===== src/misp_map.svh =====
// Purpose: offsets, reset values and bit positions of the maskable irq block
// Assumes: register index times four gives the byte address on apb
// Notes: definitions only
`ifndef MISP_MAP_SVH
`define MISP_MAP_SVH

// ----------------------------------------
// register indices
// ----------------------------------------
`define MISP_IDX_VECTOR 6'h00
`define MISP_IDX_STAT_LO 6'h0A
`define MISP_IDX_STAT_HI 6'h0C
`define MISP_IDX_EN_LO 6'h0E
`define MISP_IDX_EN_HI 6'h10
`define MISP_IDX_EVT 6'h14
`define MISP_IDX_EVT_MASK 6'h16

// ----------------------------------------
// values and fields
// ----------------------------------------
`define MISP_EN_RST 16'hFFFF
`define MISP_VEC_BASE 8'h10
`define MISP_SRC_NONE0 0
`define MISP_SRC_NONE24 24
`define MISP_SRC_USED 32'hFEFFFFFE
`define MISP_EVT_SPUR 0
`define MISP_EVT_ACK 1
`define MISP_EVT_W 2

`endif


===== src/misp_pkg.sv =====
// Purpose: types of the maskable irq block
// Assumes: nothing
// Notes: constants live in misp_map.svh
package misp_pkg;

	typedef enum logic [0:0] {
		MISP_IDLE = 1'b0,
		MISP_ANSWER = 1'b1
	} misp_bus_e;

	typedef struct packed {
		logic valid;
		logic [4:0] idx;
	} misp_pick_s;

endpackage


===== src/misp_core.sv =====
// Purpose: maskable irq status, enables, priority vector and nesting gate
// Assumes: apb slave, one clock, request inputs synchronous to mclk_i
// Notes: every output comes from a flip-flop
`timescale 1ns/1ps
`include "misp_map.svh"

module misp_core
	import misp_pkg::*;
#(
	parameter int ADDR_W = 8
)
(
	input wire logic mclk_i,
	input wire logic rst_n_i,
	input wire logic psel_i,
	input wire logic penable_i,
	input wire logic pwrite_i,
	input wire logic [ADDR_W-1:0] paddr_i,
	input wire logic [31:0] pwdata_i,
	output logic [31:0] prdata_o,
	output logic pready_o,
	output logic pslverr_o,
	input wire logic [31:0] irq_src_i,
	input wire logic nmi_i,
	input wire logic gie_i,
	input wire logic inta_i,
	output logic cpu_irq_o,
	output logic nmi_o,
	output logic [7:0] vector_o,
	output logic irq_o
);

	// ----------------------------------------
	// helpers
	// ----------------------------------------
	function automatic logic hit(input logic [ADDR_W-1:0] a, input logic [5:0] idx);
		logic [ADDR_W-1:0] b;
		b = ADDR_W'({idx, 2'b00});
		hit = (a == b);
	endfunction

	// highest set bit wins because later iterations overwrite
	function automatic misp_pick_s pick(input logic [31:0] v);
		misp_pick_s p;
		p.valid = 1'b0;
		p.idx = 5'h00;
		for (int i = 0; i < 32; i++)
		begin
			if (v[i])
			begin
				p.valid = 1'b1;
				p.idx = 5'(i);
			end
		end
		pick = p;
	endfunction

	// ----------------------------------------
	// state
	// ----------------------------------------
	logic [31:0] req_q;
	logic [15:0] en_lo_q;
	logic [15:0] en_hi_q;
	logic [`MISP_EVT_W-1:0] evt_q;
	logic [`MISP_EVT_W-1:0] evt_mask_q;
	logic block_q;
	misp_bus_e bus_q;
	logic [31:0] pend;
	misp_pick_s win;
	logic setup;
	logic done;
	logic wr_done;
	logic mapped;
	logic [31:0] rd_d;
	logic [`MISP_EVT_W-1:0] evt_set;

	assign setup = psel_i && penable_i && (bus_q == MISP_IDLE);
	assign done = psel_i && penable_i && pready_o;
	assign wr_done = done && pwrite_i;

	// ----------------------------------------
	// request sampling
	// ----------------------------------------
	// level follow, no latching: a dropped request vanishes from status
	always_ff @(posedge mclk_i or negedge rst_n_i)
	begin
		if (!rst_n_i)
			req_q <= 32'h00000000;
		else
			req_q <= irq_src_i & `MISP_SRC_USED;
	end

	// ----------------------------------------
	// priority and vector
	// ----------------------------------------
	assign pend = req_q & {en_hi_q, en_lo_q} & `MISP_SRC_USED;
	assign win = pick(pend);

	always_ff @(posedge mclk_i or negedge rst_n_i)
	begin
		if (!rst_n_i)
			vector_o <= `MISP_VEC_BASE;
		else
			vector_o <= `MISP_VEC_BASE + {3'b000, win.idx};
	end

	// ----------------------------------------
	// nesting gate
	// ----------------------------------------
	// one flag, not a depth counter, so nesting depth is unbounded
	always_ff @(posedge mclk_i or negedge rst_n_i)
	begin
		if (!rst_n_i)
			block_q <= 1'b0;
		else if (inta_i)
			block_q <= 1'b1;
		else if (!gie_i)
			block_q <= 1'b0;
	end

	always_ff @(posedge mclk_i or negedge rst_n_i)
	begin
		if (!rst_n_i)
			cpu_irq_o <= 1'b0;
		else
			cpu_irq_o <= win.valid && gie_i && !block_q && !inta_i;
	end

	// non-maskable path ignores the nesting gate entirely
	always_ff @(posedge mclk_i or negedge rst_n_i)
	begin
		if (!rst_n_i)
			nmi_o <= 1'b0;
		else
			nmi_o <= nmi_i;
	end

	// ----------------------------------------
	// enable registers
	// ----------------------------------------
	always_ff @(posedge mclk_i or negedge rst_n_i)
	begin
		if (!rst_n_i)
		begin
			en_lo_q <= `MISP_EN_RST;
			en_hi_q <= `MISP_EN_RST;
		end
		else if (wr_done && hit(paddr_i, `MISP_IDX_EN_LO))
			en_lo_q <= pwdata_i[15:0];
		else if (wr_done && hit(paddr_i, `MISP_IDX_EN_HI))
			en_hi_q <= pwdata_i[15:0];
	end

	// ----------------------------------------
	// event status and interrupt
	// ----------------------------------------
	// ack with nothing pending gives the base vector, a spurious entry
	always_comb
	begin
		evt_set = '0;
		evt_set[`MISP_EVT_SPUR] = inta_i && (vector_o == `MISP_VEC_BASE);
		evt_set[`MISP_EVT_ACK] = inta_i;
	end

	// set beats a write-one clear in the same cycle
	always_ff @(posedge mclk_i or negedge rst_n_i)
	begin
		if (!rst_n_i)
			evt_q <= '0;
		else if (wr_done && hit(paddr_i, `MISP_IDX_EVT))
			evt_q <= (evt_q & ~pwdata_i[`MISP_EVT_W-1:0]) | evt_set;
		else
			evt_q <= evt_q | evt_set;
	end

	always_ff @(posedge mclk_i or negedge rst_n_i)
	begin
		if (!rst_n_i)
			evt_mask_q <= '0;
		else if (wr_done && hit(paddr_i, `MISP_IDX_EVT_MASK))
			evt_mask_q <= pwdata_i[`MISP_EVT_W-1:0];
	end

	always_ff @(posedge mclk_i or negedge rst_n_i)
	begin
		if (!rst_n_i)
			irq_o <= 1'b0;
		else
			irq_o <= |(evt_q & evt_mask_q);
	end

	// ----------------------------------------
	// apb read mux
	// ----------------------------------------
	always_comb
	begin
		rd_d = 32'h00000000;
		mapped = 1'b1;
		if (hit(paddr_i, `MISP_IDX_VECTOR))
			rd_d = {24'h000000, vector_o};
		else if (hit(paddr_i, `MISP_IDX_STAT_LO))
			rd_d = {16'h0000, req_q[15:1], 1'b0};
		else if (hit(paddr_i, `MISP_IDX_STAT_HI))
			rd_d = {16'h0000, req_q[31:16]};
		else if (hit(paddr_i, `MISP_IDX_EN_LO))
			rd_d = {16'h0000, en_lo_q};
		else if (hit(paddr_i, `MISP_IDX_EN_HI))
			rd_d = {16'h0000, en_hi_q};
		else if (hit(paddr_i, `MISP_IDX_EVT))
			rd_d = {30'h00000000, evt_q};
		else if (hit(paddr_i, `MISP_IDX_EVT_MASK))
			rd_d = {30'h00000000, evt_mask_q};
		else
			mapped = 1'b0;
	end

	// ----------------------------------------
	// apb handshake
	// ----------------------------------------
	// one wait state keeps prdata and pready straight from flops
	always_ff @(posedge mclk_i or negedge rst_n_i)
	begin
		if (!rst_n_i)
			bus_q <= MISP_IDLE;
		else
		begin
			case (bus_q)
				MISP_IDLE:
					if (setup)
						bus_q <= MISP_ANSWER;
				MISP_ANSWER:
					bus_q <= MISP_IDLE;
				default:
					bus_q <= MISP_IDLE;
			endcase
		end
	end

	always_ff @(posedge mclk_i or negedge rst_n_i)
	begin
		if (!rst_n_i)
		begin
			pready_o <= 1'b0;
			pslverr_o <= 1'b0;
			prdata_o <= 32'h00000000;
		end
		else if (setup)
		begin
			pready_o <= 1'b1;
			pslverr_o <= !mapped;
			prdata_o <= pwrite_i ? 32'h00000000 : rd_d;
		end
		else
		begin
			pready_o <= 1'b0;
			pslverr_o <= 1'b0;
			prdata_o <= 32'h00000000;
		end
	end
endmodule


===== config.mk =====
export PLATFORM = sky130hd
export DESIGN_NAME = misp_core
export DESIGN_NICKNAME = d
export VERILOG_FILES = /design/src/misp_pkg.sv /design/src/misp_core.sv
export VERILOG_INCLUDE_DIRS = /design/src
export SDC_FILE = /design/constraint.sdc
export NUM_CORES = 1
export LEC_CHECK = 0
export ABC_AREA = 1
export BUFFER_PORTS_ARGS = -buffer_cell sky130_fd_sc_hd__buf_2
export CAP_MARGIN = 20
export CORE_ASPECT_RATIO = 1.2
export CORE_UTILIZATION = 30
export CTS_BUF_LIST = sky130_fd_sc_hd__clkbuf_16
export DETAILED_ROUTE_END_ITERATION = 10
export PLACE_DENSITY = 0.48
export SLEW_MARGIN = 10
export SYNTH_ARGS = -nofsm -noshare
export SYNTH_HDL_FRONTEND = slang
export SYNTH_SLANG_ARGS = --single-unit

===== constraint.sdc =====
create_clock -name mclk_i -period 1.99 [get_ports mclk_i]
set_input_delay 0.0995 -clock mclk_i [delete_from_list [all_inputs] [get_ports mclk_i]]
set_output_delay 0.0995 -clock mclk_i [all_outputs]
set_load 0.05 [all_outputs]

[After elaboration in Yosys (flattened, before gate mapping)]
Index checks and enable logic that the tools add are counted.
Operators by class
  equality and inequality tests: 8
  bitwise gates (word level): 8
  mux-type cells: 52
  reduce and logical (&&, ||, !) cells: 18
  $add $sub $neg: 1
Operator list (count)
  $mux 6: 30
  $mux 16: 5
  $mux 32: 2
  $and 32x32->32: 1
  $eq 8x6->1 const B: 3
  $eq 8x7->1 const B: 3
  $logic_and 1x1->1: 12
  $mux 1: 11
  $logic_not 8->1: 1
  $add 5x5->6 const A: 1
  $eq 6x5->1 const B: 1
  $mux 2: 3
  $and 2x2->2: 2
  $or 2x2->2: 2
  $logic_not 1->1: 3
  $ne 2x1->1 const B: 1
  $not 1->1: 2
  $not 2->2: 1
  $pmux 1 s2: 1
  $reduce_and 2->1: 1
  $reduce_or 2->1: 1
Storage, ports and cells
  register bits: 111
  input port bits: 80
  output and inout bits: 45

[Longest topological paths before layout]
  depth after elaboration: 34
  gate-level depth with buffers: 28
  depth with buffers taken out: 28

[Worst setup path before layout]
OpenSTA, ideal clock, no wires.
  path type: flip-flop to flip-flop
  start point: register en_lo_q[2]
  end point: register vector_o[0]
  required time: 1.873 ns
  arrival time: 1.671 ns
  path slack: 0.202 ns
  stages on the path, launching flop included: 28
  buffers on the path: 0
  path through: dfstp_2 > nand2_1 > nand2_1 > nand2_1 > nand2_1 > nand2_1 > nand2_1 > nand2_1 > nand2_1 > nand2_1 > nand2_1 > nand2_1 > nand2_1 > nand2_1 > nand2_1 > nand2_1 > nand2_1 > nand2_1 > nand2_1 > nand2_1 > nand2_1 > nand2_1 > nand2_1 > nand2_1 > nand2_1 > nand2_1 > nand2_1 > nand2_1
RTL lines
  from (decl): line misp_core.sv:62  | logic [15:0] en_lo_q;
  from (signal assigned): line misp_core.sv:145  | en_lo_q <= `MISP_EN_RST;
  from (signal assigned): line misp_core.sv:149  | en_lo_q <= pwdata_i[15:0];
  to (signal assigned): line misp_core.sv:102  | vector_o <= `MISP_VEC_BASE;
  to (signal assigned): line misp_core.sv:104  | vector_o <= `MISP_VEC_BASE + {3'b000, win.idx};
  to (decl): line misp_core.sv:29  | output logic [7:0] vector_o,

==> flow_summary.toml <==
[timing]
worstMarginPinSlew_ns = 0.507
fin_crit_ns = 2.11
hold_violations = 0
period_share_pct = 106
finClkSkew_ns = 0.00969
fin_ws_ns = -0.116
max_freq_mhz = 475
setup_viol = 1
slew_viol_final = 0
rsz0062_at_grt = "yes"
max_slew_margin_pct = 66.2

[clock_network]
cts_tree = "done"
clk_path_buf_depth = 2
clock_sinks = 94
clkLatencyLatePin_ns = 0.35
cts-root-buf = "clkbuf_16"
cts_buffers = 9
clk_pin_slew_ns = 0.07
htreeDepth = 3

[floorplan]
boundaryPins = 125
die_x_um = 109
coreArea_mm2 = 0.0133
die-area_mm2 = 0.0142
initial_utilization_pct = 31.0
rows = 46
chipHeight_um = 130

[setup_path]
path_class = "reg2reg"
worst_ep_required_time_ns = 2.27
slowest_stage = "dfstp_2"
cp_max_fo = 2
cp.arrival_ns = 2.39
start_kind = "register"
critPathMaxStageDelay_ns = 0.54
end_kind = "register"
crit_top_cell = "nand2_1"

[pwr]
p_per_area_mw_per_mm2 = 693
p_sw_share_pct = 24.5
ir_drop_v = 0.000385
pwr-share-comb_pct = 9.5
leakage_nw = 2.74
p_int_mw = 2.92
finalPower_mw = 3.87
power.clock.fraction_pct = 39.1
p_sw_mw = 0.949
pwr-share-seq_pct = 51.4

[run]
maxCapViolCount = 0

[routing]
postRouteAntennaNets = 0
routedWlPerCell_um = 14.5
routed_wl_um = 11400
drt_first_pass_iters = 4
drtIter0Drc = 146
avgViaCountPerCell = 4.57
drc = 0
vias = 3579

[synthesis]
synth.distinct_cells = 33
syn_area_mm2 = 0.00412
yosys_warnings = 0
syn-mean-instance-area_um2 = 9.06
synthCells = 454
synth-seq-cells = 94
seq_area_frac_synth_pct = 58.2

[finish]
fill_cells = 1334
drive_gt1_share_pct = 29.4
antenna_cells = 0
area_delta_synth_final_pct = 35.8
nets = 692
fin_util_pct = 42.0

[place]
gp_congestion = 0.864
hpwlAfterDp_um = 8410
portBuffers = 88

[grt]
antenna_found_initial = 0
grt_overflow = 0
grt_pass1_wl_um = 18400
grt_usage_pct = 17.5
grt_max_degree = 48
grt_pass1_vias = 3698

[status]
violations = "negative setup slack"
status = "finished, violations left"

[hold_path]
hold_class = "in2reg"
[cell usage in the layout, fill, tap and decap left out, drive strengths merged]
cell type,Yosys,layout
a221oi,12,12
a32oi,1,1
a21boi,1,1
nor2,47,47
nor3,6,6
inv,45,49
conb,1,18
dfstp,33,33
nand4,1,1
o221ai,11,11
clkinvlp,0,1
a211o,2,2
dfrtp,61,61
buf,21,112
clkinv,0,1
nand2,129,129
a21oi,6,6
dlygate4sd3,0,48
or2,2,2
a22o,1,1
nand3,9,9
clkbuf,9,9
o22ai,3,3
o31ai,3,3
nor4,1,1
o41ai,1,1
a31oi,2,2
o21ai,46,46
[path summary, 6_finish.rpt]
check | end | slack (ns) | startpoint | cells past startpoint
setup / recovery | vector_o[0] | -0.12 | en_lo_q[1] | 28
hold / removal | en_lo_q[0] | 0.05 | pwdata_i[0] | 3
setup reg to reg | vector_o[0] | -0.12 | en_lo_q[1] | 28
hold reg to reg | cpu_irq_o | 0.47 | block_q | 1
max in group asynchronous | en_hi_q[12] | 1.12 | rst_n_i | 3
min in group asynchronous | req_q[29] | 0.17 | rst_n_i | 2
[through the flow]
stage	TNS (ns)	setup WS, ns	hold slack (ns)	cell area, µm²	cells
6_report	-0.116	-0.116	0.0506	5590	784
5_1_grt	-0.464	-0.464	0.0571	5590	784
4_1_cts	-0.140	-0.140	0.0472	5580	784
3_5_place_dp	-1.91	-0.170	0.00823	4830	720
3_3_place_gp	-1.17	-0.142	0.00790	4830	720
2_1_floorplan	0	0.202	-0.196	4180	471
[timing repair]
| item | in CTS | in global routing |
|---|---|---|
| hold endpoints to repair | 109 | 0 |
| setup buffers | 1 | 0 |
| pin swaps | 0 | 3 |
| hold buffers | 48 | 0 |
| resized for setup | 4 | 1 |
| endpoints found under the setup margin | 13 | 2 |
[cells by family (layout without fill, tap and decap cells)]
logic type,after synthesis,in the layout,share of synthesized area [%]
AND/OR/NAND/NOR,195,195,19.4
flip-flops,94,94,58.2
AO/OA/AOI/OAI,89,89,13.8
buffers and inverters,75,220,8.57
other,1,18,0.0911
[metal layers]
metal | up-vias | wire length, µm | GRT usage [%]
li1 | 1766 | - | -
met1 | 1681 | 4960 | 21.2
met2 | 116 | 5600 | 29.9
met3 | 16 | 581 | 4.15
met4 | 0 | 252 | 6.44
met5 | - | 0 | 0
[state kept, by name (all words and copies together), names as in the netlist]
register / count
block_q: 1
bus_q: 1
cpu_irq_o: 1
en_hi_q: 16
en_lo_q: 16
evt_mask_q: 2
evt_q: 2
irq_o: 1
nmi_o: 1
prdata_o: 16
pslverr_o: 1
req_q: 30
vector_o: 6
[worst max-delay path: cells and delay by family, from the launching register on]
| kind | cells | cell delay, ns |
|---|---|---|
| and+or+nand+nor | 27 | 1.45 |
| DFF | 1 | 0.54 |
| buffers and inverters | 1 | 0.06 |
[cell usage after synthesis]
cell type | number | share of area (%)
a32oi_1 | 1 | 0.21
nand2_4 | 1 | 0.27
o21ai_0 | 10 | 1.2
dfrtp_1 | 61 | 37
a31oi_1 | 2 | 0.30
o41ai_1 | 1 | 0.21
nand4_1 | 1 | 0.15
nor3_1 | 4 | 0.49
conb_1 | 1 | 0.091
nand2_1 | 127 | 12
or2_2 | 1 | 0.15
clkbuf_1 | 9 | 0.82
nor2_2 | 1 | 0.15
a211o_1 | 2 | 0.43
a21oi_1 | 6 | 0.73
inv_1 | 31 | 2.8
nor3_2 | 2 | 0.49
nor2_1 | 46 | 4.2
o21ai_1 | 36 | 4.4
o221ai_1 | 11 | 2.3
o22ai_1 | 3 | 0.46
buf_4 | 18 | 3.3
inv_2 | 14 | 1.3
dfstp_2 | 33 | 21
a22o_1 | 1 | 0.21
nand2_2 | 1 | 0.15
nor4_4 | 1 | 0.52
or2_1 | 1 | 0.15
nand3_1 | 9 | 1.1
a221oi_1 | 12 | 2.6
buf_2 | 3 | 0.36
o31ai_1 | 3 | 0.55
a21boi_0 | 1 | 0.18
[cell type report]
| type | instances | area (µm²) | area share [%] |
|---|---|---|---|
| well taps | 168 | 210 | 3.76 |
| multi-input cells | 302 | 1450 | 25.9 |
| flip-flops and latches | 94 | 2390 | 42.8 |
| repair buffers | 160 | 1120 | 20.0 |
| clock buffers | 9 | 225 | 4.03 |
| inverters | 45 | 169 | 3.02 |
| clock inverters | 6 | 27.5 | 0.493 |
[power groups by stage]
stage / Clock, mW / Sequential, mW / Combinational [mW]
after floorplan: 0 / 2.04 / 0.158
after global placement: 0 / 2.02 / 0.297
after detailed placement: 0 / 2.02 / 0.300
after CTS: 1.57 / 1.99 / 0.374
after global routing: 1.63 / 1.99 / 0.409
final: 1.51 / 1.99 / 0.369
Note: power is estimated with default switching activity, not from simulation.
